File: config.mk
export PLATFORM = sky130hd
export DESIGN_NAME = pic_ctrl
export DESIGN_NICKNAME = d
export VERILOG_FILES = /design/src/core/pic_pkg.sv /design/src/core/pic_arbiter.sv /design/src/core/pic_ctrl.sv
export SDC_FILE = /design/constraint.sdc
export NUM_CORES = 1
export LEC_CHECK = 0
export ABC_CLOCK_PERIOD_IN_PS = 17640
export BUFFER_PORTS_ARGS = -buffer_cell sky130_fd_sc_hd__buf_2
export CORE_ASPECT_RATIO = 0.5
export CORE_MARGIN = 3
export CORE_UTILIZATION = 30
export CTS_CLUSTER_SIZE = 25
export DETAILED_ROUTE_END_ITERATION = 7
export GPL_TIMING_DRIVEN = 0
export PLACE_DENSITY_LB_ADDON = 0.25
export SKIP_LAST_GASP = 1
export SLEW_MARGIN = 10
export SYNTH_ARGS = -nofsm -noshare
export SYNTH_HDL_FRONTEND = slang
export SYNTH_SLANG_ARGS = --single-unit
File: constraint.sdc
create_clock -name clk_i -period 17.64 [get_ports clk_i]
set_input_delay 0.882 -clock clk_i [delete_from_list [all_inputs] [get_ports clk_i]]
set_output_delay 0.882 -clock clk_i [all_outputs]
set_load 0.02 [all_outputs]
File: src/core/pic_pkg.sv
// pic_pkg: constants shared by the prioritised interrupt controller
`default_nettype none
package pic_pkg;
	// number of sources, in fixed polling order
	localparam int NSRC = 10;
	localparam logic [3:0] SRC_EXT0 = 4'h0;
	localparam logic [3:0] SRC_T0   = 4'h1;
	localparam logic [3:0] SRC_EXT1 = 4'h2;
	localparam logic [3:0] SRC_T1   = 4'h3;
	localparam logic [3:0] SRC_SER0 = 4'h4;
	localparam logic [3:0] SRC_SPI0 = 4'h5;
	localparam logic [3:0] SRC_T2   = 4'h6;
	localparam logic [3:0] SRC_SER1 = 4'h7;
	localparam logic [3:0] SRC_SER2 = 4'h8;
	localparam logic [3:0] SRC_SPI1 = 4'h9;
	// sources whose level comes from the high/low priority pair
	localparam int NCORE = 7;

	// register offsets
	localparam logic [7:0] OFS_PRIO_LOW  = 8'h00;
	localparam logic [7:0] OFS_PRIO_HIGH = 8'h01;
	localparam logic [7:0] OFS_PRIO_EXT  = 8'h02;
	localparam logic [7:0] OFS_EN        = 8'h03;
	localparam logic [7:0] OFS_EN2       = 8'h04;
	localparam logic [7:0] OFS_FLAGS0    = 8'h05;
	localparam logic [7:0] OFS_FLAGS1    = 8'h06;
	localparam logic [7:0] OFS_CTL       = 8'h07;
	localparam logic [7:0] OFS_STATUS    = 8'h08;

	// reset value and masks of implemented bits
	localparam logic [7:0] RST_BYTE   = 8'h00;
	localparam logic [7:0] MASK_PRIO  = 8'h7F;
	localparam logic [7:0] MASK_EXTRA = 8'hF3;
	localparam logic [7:0] MASK_EN2   = 8'h0B;
	localparam logic [7:0] MASK_F1    = 8'h3F;
	localparam logic [7:0] MASK_CTL   = 8'h07;

	// field positions
	localparam int EN_GLOBAL = 7;
	localparam int EN2_SER1  = 0;
	localparam int EN2_SER2  = 1;
	localparam int EN2_SPI1  = 3;
	localparam int PX_SER1   = 0;
	localparam int PX_SER2   = 4;
	localparam int PX_SPI1   = 6;
	localparam int CTL_EXT0_TYPE = 0;
	localparam int CTL_EXT1_TYPE = 1;
	localparam int CTL_T2_HWCLR  = 2;
	localparam int F0_EXT0 = 0;
	localparam int F0_T0   = 1;
	localparam int F0_EXT1 = 2;
	localparam int F0_T1   = 3;
	localparam int F0_RX0  = 4;
	localparam int F0_TX0  = 5;
	localparam int F0_SPI0 = 6;
	localparam int F0_T2   = 7;
	localparam int F1_TIMER2_EXTERNAL_FLAG = 0;
	localparam int F1_RX1  = 1;
	localparam int F1_TX1  = 2;
	localparam int F1_RX2  = 3;
	localparam int F1_TX2  = 4;
	localparam int F1_SPI1 = 5;

	// machine cycle of three clocks: flags latched in state 2, polled at state 3
	localparam logic [1:0] PH_FIRST = 2'h0;
	localparam logic [1:0] PH_LATCH = 2'h1;
	localparam logic [1:0] PH_POLL  = 2'h2;

	// fixed entry address per source
	localparam logic [15:0] VEC [0:NSRC-1] = '{
		16'h0003, 16'h000B, 16'h0013, 16'h001B, 16'h0023,
		16'h002B, 16'h0033, 16'h003B, 16'h004B, 16'h0053
	};
endpackage
`default_nettype wire

File: src/core/pic_arbiter.sv
// pic_arbiter: picks the winning source by level, then by fixed order
`default_nettype none
module pic_arbiter
(
	// enabled requests and their two-bit levels
	input  wire logic [pic_pkg::NSRC-1:0]   req_i,
	input  wire logic [2*pic_pkg::NSRC-1:0] lvl_i,
	// levels in service, one bit each
	input  wire logic [3:0]                 active_i,
	// winner
	output logic                            grant_o,
	output logic      [3:0]                 grant_idx_o,
	output logic      [1:0]                 grant_lvl_o
);
	logic [pic_pkg::NSRC-1:0] elig;
	logic                     busy;
	logic [1:0]               cur_lvl;

	// highest level now in service
	always_comb
	begin
		busy = |active_i;
		cur_lvl = 2'h0;
		for (int l = 0; l < 4; l++)
			if (active_i[l])
				cur_lvl = 2'(l);
	end

	// only a strictly higher level may cut into a running routine
	genvar g;
	generate
		for (g = 0; g < pic_pkg::NSRC; g++)
		begin : g_elig
			assign elig[g] = req_i[g] && (!busy || lvl_i[2*g+:2] > cur_lvl);
		end
	endgenerate

	// scan from last to first so that on equal level the earlier source wins
	always_comb
	begin
		grant_o = 1'b0;
		grant_idx_o = 4'h0;
		grant_lvl_o = 2'h0;
		for (int i = pic_pkg::NSRC - 1; i >= 0; i--)
			if (elig[i] && (!grant_o || lvl_i[2*i+:2] >= grant_lvl_o))
			begin
				grant_o = 1'b1;
				grant_idx_o = 4'(i);
				grant_lvl_o = lvl_i[2*i+:2];
			end
	end
endmodule
`default_nettype wire

File: src/core/pic_ctrl.sv
// pic_ctrl: prioritised interrupt controller, top level
//
// Summary of operation
// - each source takes one of four levels
// - core source level from high/low bit pair
// - extra register holds serial1, serial2 and SPI1 levels
// - only strictly higher level preempts running routine
// - higher level wins among pending requests
// - equal level resolved by fixed polling order
// - latch flags state 2, poll next cycle
// - call pushes PC only, loads fixed vector
// - external input level or falling-edge sensitive
// - external flag cleared on vector only if edge
// - external latency between three and seven cycles
// - timer 0/1 flags cleared on vectoring
// - timer 2 flag hardware clear is configurable
// - serial request is receive OR transmit, software-cleared
// - SPI requests stay pending until software clears
// - software may set or clear every flag except external flags in level mode
// - per-source enables plus one global enable
// - vectoring blocked by level, mid-instruction, return, config write
// - fixed vector address per source
// - return ends routine, releases its level
// - larger two-bit code means higher level
`default_nettype none
module pic_ctrl
(
	// clock and reset
	input  wire logic        clk_i,
	input  wire logic        rst_n_i,
	// register port
	input  wire logic [7:0]  reg_addr_i,
	input  wire logic [7:0]  reg_wdata_i,
	input  wire logic        reg_we_i,
	input  wire logic        reg_re_i,
	output logic      [7:0]  reg_rdata_o,
	// external interrupt pins, active low
	input  wire logic        ext_input_zero_i,
	input  wire logic        ext_input_one_i,
	// peripheral event pulses
	input  wire logic        timer0_rollover_i,
	input  wire logic        timer1_rollover_i,
	input  wire logic        timer2_overflow_i,
	input  wire logic        timer2_external_i,
	input  wire logic [2:0]  rx_done_i,
	input  wire logic [2:0]  tx_done_i,
	input  wire logic [1:0]  spi_done_i,
	// cpu sequencer
	input  wire logic        last_cycle_i,
	input  wire logic        return_from_interrupt_i,
	output logic             call_o,
	output logic      [15:0] call_vector_o,
	output logic      [3:0]  in_service_o
);

	logic [7:0]               prio_low_q;
	logic [7:0]               prio_high_q;
	logic [7:0]               prio_extra_q;
	logic [7:0]               src_en_q;
	logic [7:0]               src_en2_q;
	logic [7:0]               ctl_q;
	logic [7:0]               flags0_q;
	logic [7:0]               flags0_d;
	logic [7:0]               flags1_q;
	logic [7:0]               flags1_d;
	logic [7:0]               hc0;
	logic [7:0]               hc1;
	logic [7:0]               set0;
	logic [7:0]               set1;
	logic [7:0]               rdata_q;
	logic [1:0]               phase_q;
	logic [1:0]               ext_meta_q;
	logic [1:0]               ext_sync_q;
	logic [1:0]               ext_prev_q;
	logic [1:0]               ext_fall;
	logic [pic_pkg::NSRC-1:0] req;
	logic [pic_pkg::NSRC-1:0] en_vec;
	logic [pic_pkg::NSRC-1:0] sample_q;
	logic [pic_pkg::NSRC-1:0] poll_q;
	logic [pic_pkg::NSRC-1:0] fire_src;
	logic [2*pic_pkg::NSRC-1:0] lvl;
	logic [3:0]               in_service_q;
	logic [3:0]               top_bit;
	logic [1:0]               top_lvl;
	logic                     blk_q;
	logic                     call_q;
	logic [15:0]              vector_q;
	logic [3:0]               call_idx_q;
	logic [1:0]               call_lvl_q;
	logic                     grant;
	logic [3:0]               grant_idx;
	logic [1:0]               grant_lvl;
	logic                     latch_now;
	logic                     poll_now;
	logic                     blocked;
	logic                     vec_fire;
	logic                     wr_plo;
	logic                     wr_phi;
	logic                     wr_pex;
	logic                     wr_en;
	logic                     wr_en2;
	logic                     wr_ctl;
	logic                     wr_f0;
	logic                     wr_f1;
	logic                     wr_cfg;

	// write decode
	assign wr_plo = reg_we_i && (reg_addr_i == pic_pkg::OFS_PRIO_LOW);
	assign wr_phi = reg_we_i && (reg_addr_i == pic_pkg::OFS_PRIO_HIGH);
	assign wr_pex = reg_we_i && (reg_addr_i == pic_pkg::OFS_PRIO_EXT);
	assign wr_en  = reg_we_i && (reg_addr_i == pic_pkg::OFS_EN);
	assign wr_en2 = reg_we_i && (reg_addr_i == pic_pkg::OFS_EN2);
	assign wr_ctl = reg_we_i && (reg_addr_i == pic_pkg::OFS_CTL);
	assign wr_f0  = reg_we_i && (reg_addr_i == pic_pkg::OFS_FLAGS0);
	assign wr_f1  = reg_we_i && (reg_addr_i == pic_pkg::OFS_FLAGS1);
	assign wr_cfg = wr_plo | wr_phi | wr_pex | wr_en | wr_en2;

	// configuration registers; reserved bits are masked and read as zero
	always_ff @(posedge clk_i)
	begin
		if (!rst_n_i)
		begin
			prio_low_q <= pic_pkg::RST_BYTE;
			prio_high_q <= pic_pkg::RST_BYTE;
			prio_extra_q <= pic_pkg::RST_BYTE;
			src_en_q <= pic_pkg::RST_BYTE;
			src_en2_q <= pic_pkg::RST_BYTE;
			ctl_q <= pic_pkg::RST_BYTE;
		end
		else
		begin
			if (wr_plo)
				prio_low_q <= reg_wdata_i & pic_pkg::MASK_PRIO;
			if (wr_phi)
				prio_high_q <= reg_wdata_i & pic_pkg::MASK_PRIO;
			if (wr_pex)
				prio_extra_q <= reg_wdata_i & pic_pkg::MASK_EXTRA;
			if (wr_en)
				src_en_q <= reg_wdata_i;
			if (wr_en2)
				src_en2_q <= reg_wdata_i & pic_pkg::MASK_EN2;
			if (wr_ctl)
				ctl_q <= reg_wdata_i & pic_pkg::MASK_CTL;
		end
	end

	// machine cycle phase counter, three clocks per machine cycle
	always_ff @(posedge clk_i)
	begin
		if (!rst_n_i)
			phase_q <= pic_pkg::PH_FIRST;
		else if (phase_q == pic_pkg::PH_POLL)
			phase_q <= pic_pkg::PH_FIRST;
		else
			phase_q <= phase_q + 2'h1;
	end

	assign latch_now = (phase_q == pic_pkg::PH_LATCH);
	assign poll_now = (phase_q == pic_pkg::PH_POLL);

	// pin synchroniser; idle pins are high
	always_ff @(posedge clk_i)
	begin
		if (!rst_n_i)
		begin
			ext_meta_q <= 2'h3;
			ext_sync_q <= 2'h3;
		end
		else
		begin
			ext_meta_q <= {ext_input_one_i, ext_input_zero_i};
			ext_sync_q <= ext_meta_q;
		end
	end

	// one pin sample per machine cycle; a pulse shorter than that may be missed
	always_ff @(posedge clk_i)
	begin
		if (!rst_n_i)
			ext_prev_q <= 2'h3;
		else if (latch_now)
			ext_prev_q <= ext_sync_q;
	end

	// high sample then low sample marks a falling transition
	assign ext_fall = latch_now ? (ext_prev_q & ~ext_sync_q) : 2'h0;

	// hardware clear masks, raised only in the vectoring cycle
	always_comb
	begin
		hc0 = 8'h00;
		hc1 = 8'h00;
		hc0[pic_pkg::F0_EXT0] = fire_src[pic_pkg::SRC_EXT0] & ctl_q[pic_pkg::CTL_EXT0_TYPE];
		hc0[pic_pkg::F0_EXT1] = fire_src[pic_pkg::SRC_EXT1] & ctl_q[pic_pkg::CTL_EXT1_TYPE];
		hc0[pic_pkg::F0_T0] = fire_src[pic_pkg::SRC_T0];
		hc0[pic_pkg::F0_T1] = fire_src[pic_pkg::SRC_T1];
		hc0[pic_pkg::F0_T2] = fire_src[pic_pkg::SRC_T2] & ctl_q[pic_pkg::CTL_T2_HWCLR];
		hc1[pic_pkg::F1_TIMER2_EXTERNAL_FLAG] = fire_src[pic_pkg::SRC_T2] & ctl_q[pic_pkg::CTL_T2_HWCLR];
	end

	// hardware set events; serial and spi flags have no hardware clear
	always_comb
	begin
		set0 = 8'h00;
		set1 = 8'h00;
		set0[pic_pkg::F0_EXT0] = ext_fall[0];
		set0[pic_pkg::F0_EXT1] = ext_fall[1];
		set0[pic_pkg::F0_T0] = timer0_rollover_i;
		set0[pic_pkg::F0_T1] = timer1_rollover_i;
		set0[pic_pkg::F0_RX0] = rx_done_i[0];
		set0[pic_pkg::F0_TX0] = tx_done_i[0];
		set0[pic_pkg::F0_SPI0] = spi_done_i[0];
		set0[pic_pkg::F0_T2] = timer2_overflow_i;
		set1[pic_pkg::F1_TIMER2_EXTERNAL_FLAG] = timer2_external_i;
		set1[pic_pkg::F1_RX1] = rx_done_i[1];
		set1[pic_pkg::F1_TX1] = tx_done_i[1];
		set1[pic_pkg::F1_RX2] = rx_done_i[2];
		set1[pic_pkg::F1_TX2] = tx_done_i[2];
		set1[pic_pkg::F1_SPI1] = spi_done_i[1];
	end

	// next flag values: software write replaces, hardware set wins over any clear
	always_comb
	begin
		flags0_d = (wr_f0 ? reg_wdata_i : (flags0_q & ~hc0)) | set0;
		flags1_d = ((wr_f1 ? reg_wdata_i : (flags1_q & ~hc1)) | set1) & pic_pkg::MASK_F1;
		// level mode: the flag simply mirrors the active-low pin
		if (!ctl_q[pic_pkg::CTL_EXT0_TYPE])
			flags0_d[pic_pkg::F0_EXT0] = ~ext_sync_q[0];
		if (!ctl_q[pic_pkg::CTL_EXT1_TYPE])
			flags0_d[pic_pkg::F0_EXT1] = ~ext_sync_q[1];
	end

	// flag registers
	always_ff @(posedge clk_i)
	begin
		if (!rst_n_i)
		begin
			flags0_q <= pic_pkg::RST_BYTE;
			flags1_q <= pic_pkg::RST_BYTE;
		end
		else
		begin
			flags0_q <= flags0_d;
			flags1_q <= flags1_d;
		end
	end

	// request, enable and level per source
	assign req[pic_pkg::SRC_EXT0] = flags0_q[pic_pkg::F0_EXT0];
	assign req[pic_pkg::SRC_T0] = flags0_q[pic_pkg::F0_T0];
	assign req[pic_pkg::SRC_EXT1] = flags0_q[pic_pkg::F0_EXT1];
	assign req[pic_pkg::SRC_T1] = flags0_q[pic_pkg::F0_T1];
	assign req[pic_pkg::SRC_SER0] = flags0_q[pic_pkg::F0_RX0] | flags0_q[pic_pkg::F0_TX0];
	assign req[pic_pkg::SRC_SPI0] = flags0_q[pic_pkg::F0_SPI0];
	assign req[pic_pkg::SRC_T2] = flags0_q[pic_pkg::F0_T2] | flags1_q[pic_pkg::F1_TIMER2_EXTERNAL_FLAG];
	assign req[pic_pkg::SRC_SER1] = flags1_q[pic_pkg::F1_RX1] | flags1_q[pic_pkg::F1_TX1];
	assign req[pic_pkg::SRC_SER2] = flags1_q[pic_pkg::F1_RX2] | flags1_q[pic_pkg::F1_TX2];
	assign req[pic_pkg::SRC_SPI1] = flags1_q[pic_pkg::F1_SPI1];
	assign en_vec[pic_pkg::SRC_SER1] = src_en2_q[pic_pkg::EN2_SER1];
	assign en_vec[pic_pkg::SRC_SER2] = src_en2_q[pic_pkg::EN2_SER2];
	assign en_vec[pic_pkg::SRC_SPI1] = src_en2_q[pic_pkg::EN2_SPI1];
	assign lvl[2*pic_pkg::SRC_SER1+:2] = prio_extra_q[pic_pkg::PX_SER1+:2];
	assign lvl[2*pic_pkg::SRC_SER2+:2] = prio_extra_q[pic_pkg::PX_SER2+:2];
	assign lvl[2*pic_pkg::SRC_SPI1+:2] = prio_extra_q[pic_pkg::PX_SPI1+:2];

	// core sources share bit positions across enable and priority registers
	genvar g;
	generate
		for (g = 0; g < pic_pkg::NSRC; g++)
		begin : g_src
			if (g < pic_pkg::NCORE)
			begin : g_core
				assign en_vec[g] = src_en_q[g];
				assign lvl[2*g+:2] = {prio_high_q[g], prio_low_q[g]};
			end
			assign fire_src[g] = vec_fire && (grant_idx == 4'(g));
		end
	endgenerate

	// latch all flags in state 2, hand them to the poll of the next machine cycle
	always_ff @(posedge clk_i)
	begin
		if (!rst_n_i)
		begin
			sample_q <= '0;
			poll_q <= '0;
		end
		else
		begin
			if (latch_now)
				sample_q <= req;
			if (phase_q == pic_pkg::PH_FIRST)
				poll_q <= sample_q;
		end
	end

	// winner among enabled polled requests
	pic_arbiter i_pic_arbiter
	(
		.req_i       (poll_q & en_vec & {pic_pkg::NSRC{src_en_q[pic_pkg::EN_GLOBAL]}}),
		.lvl_i       (lvl),
		.active_i    (in_service_q),
		.grant_o     (grant),
		.grant_idx_o (grant_idx),
		.grant_lvl_o (grant_lvl)
	);

	// return or config write blocks every poll from its own clock through the first final-cycle poll after it
	assign blocked = blk_q | return_from_interrupt_i | wr_cfg;
	assign vec_fire = poll_now && last_cycle_i && !blocked && grant;

	always_ff @(posedge clk_i)
	begin
		if (!rst_n_i)
			blk_q <= 1'b0;
		else if (return_from_interrupt_i || wr_cfg)
			blk_q <= 1'b1;
		else if (poll_now && last_cycle_i)
			blk_q <= 1'b0;
	end

	// highest level currently in service
	always_comb
	begin
		top_bit = 4'h0;
		top_lvl = 2'h0;
		for (int l = 0; l < 4; l++)
			if (in_service_q[l])
			begin
				top_bit = 4'h1 << l;
				top_lvl = 2'(l);
			end
	end

	// in-service levels: set on vectoring, innermost released by return
	always_ff @(posedge clk_i)
	begin
		if (!rst_n_i)
			in_service_q <= 4'h0;
		else if (vec_fire)
			in_service_q <= in_service_q | (4'h1 << grant_lvl);
		else if (return_from_interrupt_i)
			in_service_q <= in_service_q & ~top_bit;
	end

	// call request to the sequencer: only the program counter is pushed
	always_ff @(posedge clk_i)
	begin
		if (!rst_n_i)
		begin
			call_q <= 1'b0;
			vector_q <= 16'h0000;
			call_idx_q <= 4'h0;
			call_lvl_q <= 2'h0;
		end
		else
		begin
			call_q <= vec_fire;
			if (vec_fire)
			begin
				vector_q <= pic_pkg::VEC[grant_idx];
				call_idx_q <= grant_idx;
				call_lvl_q <= grant_lvl;
			end
		end
	end

	assign call_o = call_q;
	assign call_vector_o = vector_q;
	assign in_service_o = in_service_q;

	// read data stands only in the cycle after the strobe; unmapped reads zero
	always_ff @(posedge clk_i)
	begin
		if (!rst_n_i || !reg_re_i)
			rdata_q <= 8'h00;
		else
		begin
			unique case (reg_addr_i)
				pic_pkg::OFS_PRIO_LOW:  rdata_q <= prio_low_q;
				pic_pkg::OFS_PRIO_HIGH: rdata_q <= prio_high_q;
				pic_pkg::OFS_PRIO_EXT:  rdata_q <= prio_extra_q;
				pic_pkg::OFS_EN:        rdata_q <= src_en_q;
				pic_pkg::OFS_EN2:       rdata_q <= src_en2_q;
				pic_pkg::OFS_FLAGS0:    rdata_q <= flags0_q;
				pic_pkg::OFS_FLAGS1:    rdata_q <= flags1_q;
				pic_pkg::OFS_CTL:       rdata_q <= ctl_q;
				pic_pkg::OFS_STATUS:    rdata_q <= {call_idx_q, in_service_q};
				default:                rdata_q <= 8'h00;
			endcase
		end
	end

	assign reg_rdata_o = rdata_q;
endmodule
`default_nettype wire

==> impl_metrics.py, run 1 <==
metrics = {
    "place": {
        "io_buffer_count": 51,
        "post-dp-hpwl_um": 14500,
        "gp_congestion": 0.951,
        "place_ws_ns": 3.02,
    },
    "yosys": {
        "avgSynthCellArea_um2": 8.56,
        "synthCells": 662,
        "synth_edf_count": 0,
        "synth_top_area_cell": "dfxtp_1",
        "ys_seq_area_frac": 0.346,
        "yosys-top-cells-area": "dfxtp_1 (35%), mux2i_1 (10%), ha_1 (8.4%)",
        "netlist_top_cells_count": "dfxtp_1 (98), nor2_1 (72), nand2_1 (59)",
        "async_flop_share": 0,
        "synth_flop_cell": "dfxtp_1",
        "ys_ff_latch": 98,
        "yosysWarnings": 0,
        "synth_cell_types": 69,
        "synth_area_mm2": 0.00567,
        "synth.top_cell.area_share": 0.346,
        "yosysMostFrequentCell": "dfxtp_1",
    },
    "worst_setup_path": {
        "rr_startpoint": "in_service_o[3]",
        "required_ns": 17.93,
        "endpoint_kind": "flop",
        "worst-path-max-fanout": 12,
        "worstSetupPathType": "flop to flop",
        "worstPathArrival_ns": 15.14,
        "worst_setup_path_start_kind": "flop",
        "slowest_delay_ns": 0.93,
        "cp_slowest_cell": "nor2_1",
        "startpoint": "in_service_o[3]",
    },
    "route": {
        "wl_met2_um": 7910,
        "drc": 0,
        "vias_per_cell": 5.20,
        "wl_um": 18700,
        "vias": 5145,
        "drtIter0Drc": 369,
        "m1WireLength_um": 9250,
        "wl_per_cell_um": 18.9,
        "first_pass_iters": 5,
        "wl_met3_um": 1210,
        "highest_layer": "met4",
        "antenna_left": 0,
    },
    "power_and_ir_drop": {
        "p_sw_mw": 0.121,
        "p_seq_frac": 0.473,
        "p_clk_frac": 0.433,
        "internal_power_mw": 0.376,
        "combPwrFrac": 0.094,
        "peakVddDrop_mv": 0.0487,
        "p_per_area_mw_per_mm2": 75.3,
        "leakage_nw": 2.88,
        "netSwitchingFraction": 0.244,
    },
    "cells_and_area": {
        "register_area_mm2": 0.00196,
        "multiInputGateArea_mm2": 0.00340,
        "drive_gt1_frac": 0.144,
        "final_core_util": 0.368,
        "fill_cells": 1906,
        "diodes": 0,
        "nets": 807,
        "area_growth_pct": 16.4,
    },
    "outcome": {
        "outcome": "finished clean",
    },
    "sta": {
        "finalClockSkew_ns": 0.00577,
        "period_share": 0.842,
        "setup_ws_ns": 2.80,
        "slew_violations": 0,
        "tightest_slew_ns": 1.21,
        "slew-limit-headroom": 0.186,
        "setup_violations": 0,
        "finalHoldViolations": 0,
        "rsz0062_at_grt": "false",
        "fin_tns_setup_ns": 0,
        "fmax_ghz": 0.0674,
        "period_needed_ns": 14.84,
    },
    "clock_network": {
        "cts_made_buffers": 9,
        "cts_resized": 0,
        "cts_max_level": 3,
        "postCtsHoldBufs": 0,
        "path_clk_slew_ns": 0.07,
        "clock-sinks": 98,
        "clkLatencyLatePin_ns": 0.34,
        "post-cts-setup-buffers": 0,
        "cts-root-buf": "clkbuf_16",
        "cts_buffer_depth": 2,
        "cts_tree": "done",
    },
    "global_routing": {
        "track_usage": 0.181,
        "first_global_vias": 4879,
        "antenna_found_initial": 0,
        "grt_pass1_wl_um": 28800,
        "grt_overflow": 0,
        "grt_start_max_net_pins": 17,
    },
    "job": {
        "max_cap_violations": 0,
    },
    "worst_hold_path": {
        "hp-class": "flop to flop",
        "hp-start": "ext_meta_q[1]",
    },
    "floorplan": {
        "die-area_mm2": 0.0207,
        "ioPinCount": 65,
        "row_count": 34,
        "initial_core_util": 0.316,
        "fp.dieW_um": 200,
        "core_mm2": 0.0180,
        "die-height_um": 103,
    },
}
layout by cell type (no fill, tap or decap), types with 8 or more instances in the layout:
master     instances
buf_4             12
ha_1              38
dfxtp_1           98
buf_2             51
nor3_1             8
clkbuf_1          26
conb_1            10
o211ai_1           8
a31oi_1            8
a21oi_1           55
nand3_1           22
a21o_1             9
nand2b_1          19
nor2_1            72
nor2b_1           10
nand2_1           59
clkbuf_16          9
inv_1             36
o21ai_0           22
mux2i_1           57
cell families after synthesis:
logic type | Yosys count | synth area share
compound gates | 163 | 0.197
xor+xnor | 1 | 0.00155
fa+ha+maj | 40 | 0.0876
buf+inv | 77 | 0.0603
flops | 98 | 0.346
mux | 64 | 0.124
other cells | 1 | 0.000661
simple gates | 218 | 0.183
final timing paths:
check | end | slack, ns | depth (start not counted)
max | call_idx_q[2] | 2.80 | 67
min | ext_sync_q[1] | 0.41 | 1
max reg2reg | call_idx_q[2] | 2.80 | 67
min reg2reg | ext_sync_q[1] | 0.41 | 1
registers in the layout (all words and copies together), names as in the netlist:
name / flops
ctl_q: 3
src_en2_q: 3
flags1_q: 6
call_o: 1
reg_rdata_o: 8
sample_q: 10
poll_q: 10
call_idx_q: 3
prio_high_q: 7
blk_q: 1
call_vector_o: 5
prio_extra_q: 6
ext_prev_q: 2
prio_low_q: 7
src_en_q: 8
flags0_q: 8
ext_meta_q: 2
in_service_o: 4
phase_q: 2
ext_sync_q: 2
critical path: cells and delay by family, from the launching register on:
kind	cells	cell delay [ns]
compound gates	30	6.08
simple gates	20	3.92
fa+ha+maj	11	3.13
mux	3	0.95
flops	1	0.42
buf+inv	3	0.28
area by class of cell:
type / count / share of cell area
multi-input combinational: 496 / 0.515
sequential: 98 / 0.297
tap: 252 / 0.0478
timing repair buffer: 51 / 0.0387
clock buffer: 10 / 0.0362
buffer: 39 / 0.0301
inverter: 38 / 0.0216
clock inverter: 6 / 0.0133
routing by layer:
layer  GRT usage  vias to the layer above
li1            -                     2507
met1       0.251                     2459
met3      0.0478                       24
met2       0.282                      155
met4      0.0485                        0
met5           0                        -
stage by stage:
stage               cells  power, mW  cell area (um2)  hold WS [ns]
global route          990      0.516             6600         0.430
floorplan             671      0.269             5700         0.386
detailed placement    974      0.286             6270         0.397
finish                990      0.497             6600         0.409
CTS                   990      0.500             6600         0.413
global placement      974      0.285             6270         0.390
power by group through the flow:
stage | logic [mW] | clock network [mW] | registers (mW)
final | 0.0466 | 0.215 | 0.235
after global routing | 0.0516 | 0.228 | 0.236
after CTS | 0.0468 | 0.218 | 0.235
after detailed placement | 0.0464 | 0 | 0.240
after global placement | 0.0458 | 0 | 0.240
after floorplan | 0.0316 | 0 | 0.238
No activity file was read; power rests on OpenSTA's default activity.
==> inputs of run 2 (changes only) <==
- ABC_CLOCK_PERIOD_IN_PS: 17640 -> 14900
- clock period: 17.64 -> 14.9 ns (I/O delays scaled with it)
==> run 2 against run 1 <==
Clock power grew 19%. Count of clock-buffer cells in the layout is the same. Critical path depth is the same. Combinational power grew 18%. Clock skew is essentially flat. Core utilization grew 0.19 points. Sequential power grew 18%. First-iteration DRC count grew 1.1%. Largest power group unchanged. Highest routed layer unchanged.
==> impl_metrics.py, run 2 (synthesis results as in run 1) <==
metrics = {
    "worst_setup_path": {
        "cp_slowest_cell": "nor4b_4",
        "worstPathArrival_ns": 13.92,
        "slowest_delay_ns": 0.41,
        "worst_setup_path_start_kind": "flop",
        "endpoint_kind": "flop",
        "worstSetupPathType": "flop to flop",
        "required_ns": 15.10,
        "worst-path-max-fanout": 12,
    },
    "sta": {
        "tightest_slew_ns": 1.20,
        "setup_ws_ns": 1.18,
        "finalHoldViolations": 0,
        "slew-limit-headroom": 0.196,
        "finalClockSkew_ns": 0.00551,
        "slew_violations": 0,
        "period_needed_ns": 13.72,
        "fmax_ghz": 0.0729,
        "holdWs_ns": 0.409,
        "period_share": 0.921,
        "setup_violations": 0,
        "rsz0062_at_grt": "false",
        "fin_tns_setup_ns": 0,
    },
    "route": {
        "vias": 5136,
        "antenna_left": 0,
        "vias_per_cell": 5.19,
        "drtIter0Drc": 373,
        "first_pass_iters": 5,
        "wl_um": 18700,
        "drc": 0,
        "wl_per_cell_um": 18.9,
    },
    "outcome": {
        "outcome": "finished clean",
    },
    "cells_and_area": {
        "mostFrequentLayoutCells": "dfxtp_1 (96), nor2_1 (71), nand2_1 (59)",
        "design_area_mm2": 0.00663,
        "drive_gt1_frac": 0.153,
        "area_growth_pct": 17.0,
        "diodes": 0,
        "mostFrequentLayoutCell": "dfxtp_1",
        "reg.largest.list": "poll_q: 10 flops, sample_q: 10 flops",
        "final_core_util": 0.370,
        "nets": 807,
        "fill_cells": 1902,
        "instances_no_fill": 990,
    },
    "power_and_ir_drop": {
        "leakage_nw": 2.88,
        "combPwrFrac": 0.094,
        "p_seq_frac": 0.473,
        "total_power_mw": 0.589,
        "peakVddDrop_mv": 0.0585,
        "netSwitchingFraction": 0.244,
        "p_sw_mw": 0.144,
        "internal_power_mw": 0.445,
        "p_per_area_mw_per_mm2": 88.7,
        "p_clk_frac": 0.433,
    },
    "place": {
        "post-dp-hpwl_um": 14500,
        "dpl_cell_area_mm2": 0.00627,
        "post-place-cells": 974,
        "gp_congestion": 0.951,
        "io_buffer_count": 51,
        "place_ws_ns": 0.279,
    },
    "global_routing": {
        "track_usage": 0.181,
        "antenna_found_initial": 0,
        "grt_overflow": 0,
        "grt_start_max_net_pins": 17,
        "first_global_vias": 4879,
        "grt_pass1_wl_um": 28800,
    },
    "clock_network": {
        "clock-sinks": 98,
        "path_clk_slew_ns": 0.07,
        "cts-root-buf": "clkbuf_16",
        "clkLatencyLatePin_ns": 0.35,
        "cts_buffer_depth": 2,
        "cts_max_level": 3,
        "cts_tree": "done",
        "post-cts-setup-buffers": 0,
        "cts_made_buffers": 9,
    },
    "floorplan": {
        "die-area_mm2": 0.0207,
        "core_mm2": 0.0180,
        "row_count": 34,
        "initial_core_util": 0.316,
        "die-height_um": 103,
        "ioPinCount": 65,
        "fp.dieW_um": 200,
    },
    "job": {
        "max_cap_violations": 0,
    },
    "worst_hold_path": {
        "hp-class": "flop to flop",
    },
}
==> run 2: layout make-up <==
cell class                      count  area, um2  area share
Multi-Input combinational cell    496       3430       0.517
Sequential cell                    98       1960       0.296
Tap cell                          252        315      0.0475
Timing Repair Buffer               51        255      0.0385
Clock buffer                       10        239      0.0360
Buffer                             39        199      0.0300
Inverter                           38        143      0.0215
Clock inverter                      6       87.6      0.0132
==> run 2: final timing paths <==
path,endpoint,slack [ns],startpoint,cells past startpoint
hold reg to reg,ext_sync_q[1],0.41,ext_meta_q[1],1
hold / removal,ext_sync_q[1],0.41,ext_meta_q[1],1
setup / recovery,flags1_q[0],1.18,in_service_o[3],67
setup reg to reg,flags1_q[0],1.18,in_service_o[3],67
==> run 2: power groups by stage <==
| stage | logic [mW] | clock network (mW) | registers (mW) |
|---|---|---|---|
| after global routing | 0.0611 | 0.271 | 0.279 |
| after global placement | 0.0542 | 0 | 0.284 |
| final | 0.0551 | 0.255 | 0.278 |
| after floorplan | 0.0374 | 0 | 0.281 |
| after CTS | 0.0553 | 0.258 | 0.278 |
| after detailed placement | 0.0550 | 0 | 0.284 |
==> run 2: critical path, delay by kind of cell, from the launching register on <==
kind                       cells  cell delay [ns]
and+or+nand+nor               19             3.18
adders and majority gates     11             3.01
DFF                            1             0.39
AOI/OAI and AO/OA             31             5.73
buffers and inverters          3             0.29
muxes                          3             0.96
==> run 2: repair_timing <==
item,4_1_cts,5_1_grt
gates resized for setup,0,9
endpoints found under the setup margin,0,17
hold buffers,0,0
==> run 2: routing by layer <==
metal | track usage | vias up | share of wire | routed length (um)
met5 | 0 | - | 0 | 0
met4 | 0.0485 | 0 | 0.017 | 327
li1 | - | 2503 | - | -
met3 | 0.0478 | 25 | 0.074 | 1400
met2 | 0.282 | 180 | 0.42 | 7940
met1 | 0.251 | 2428 | 0.48 | 9080
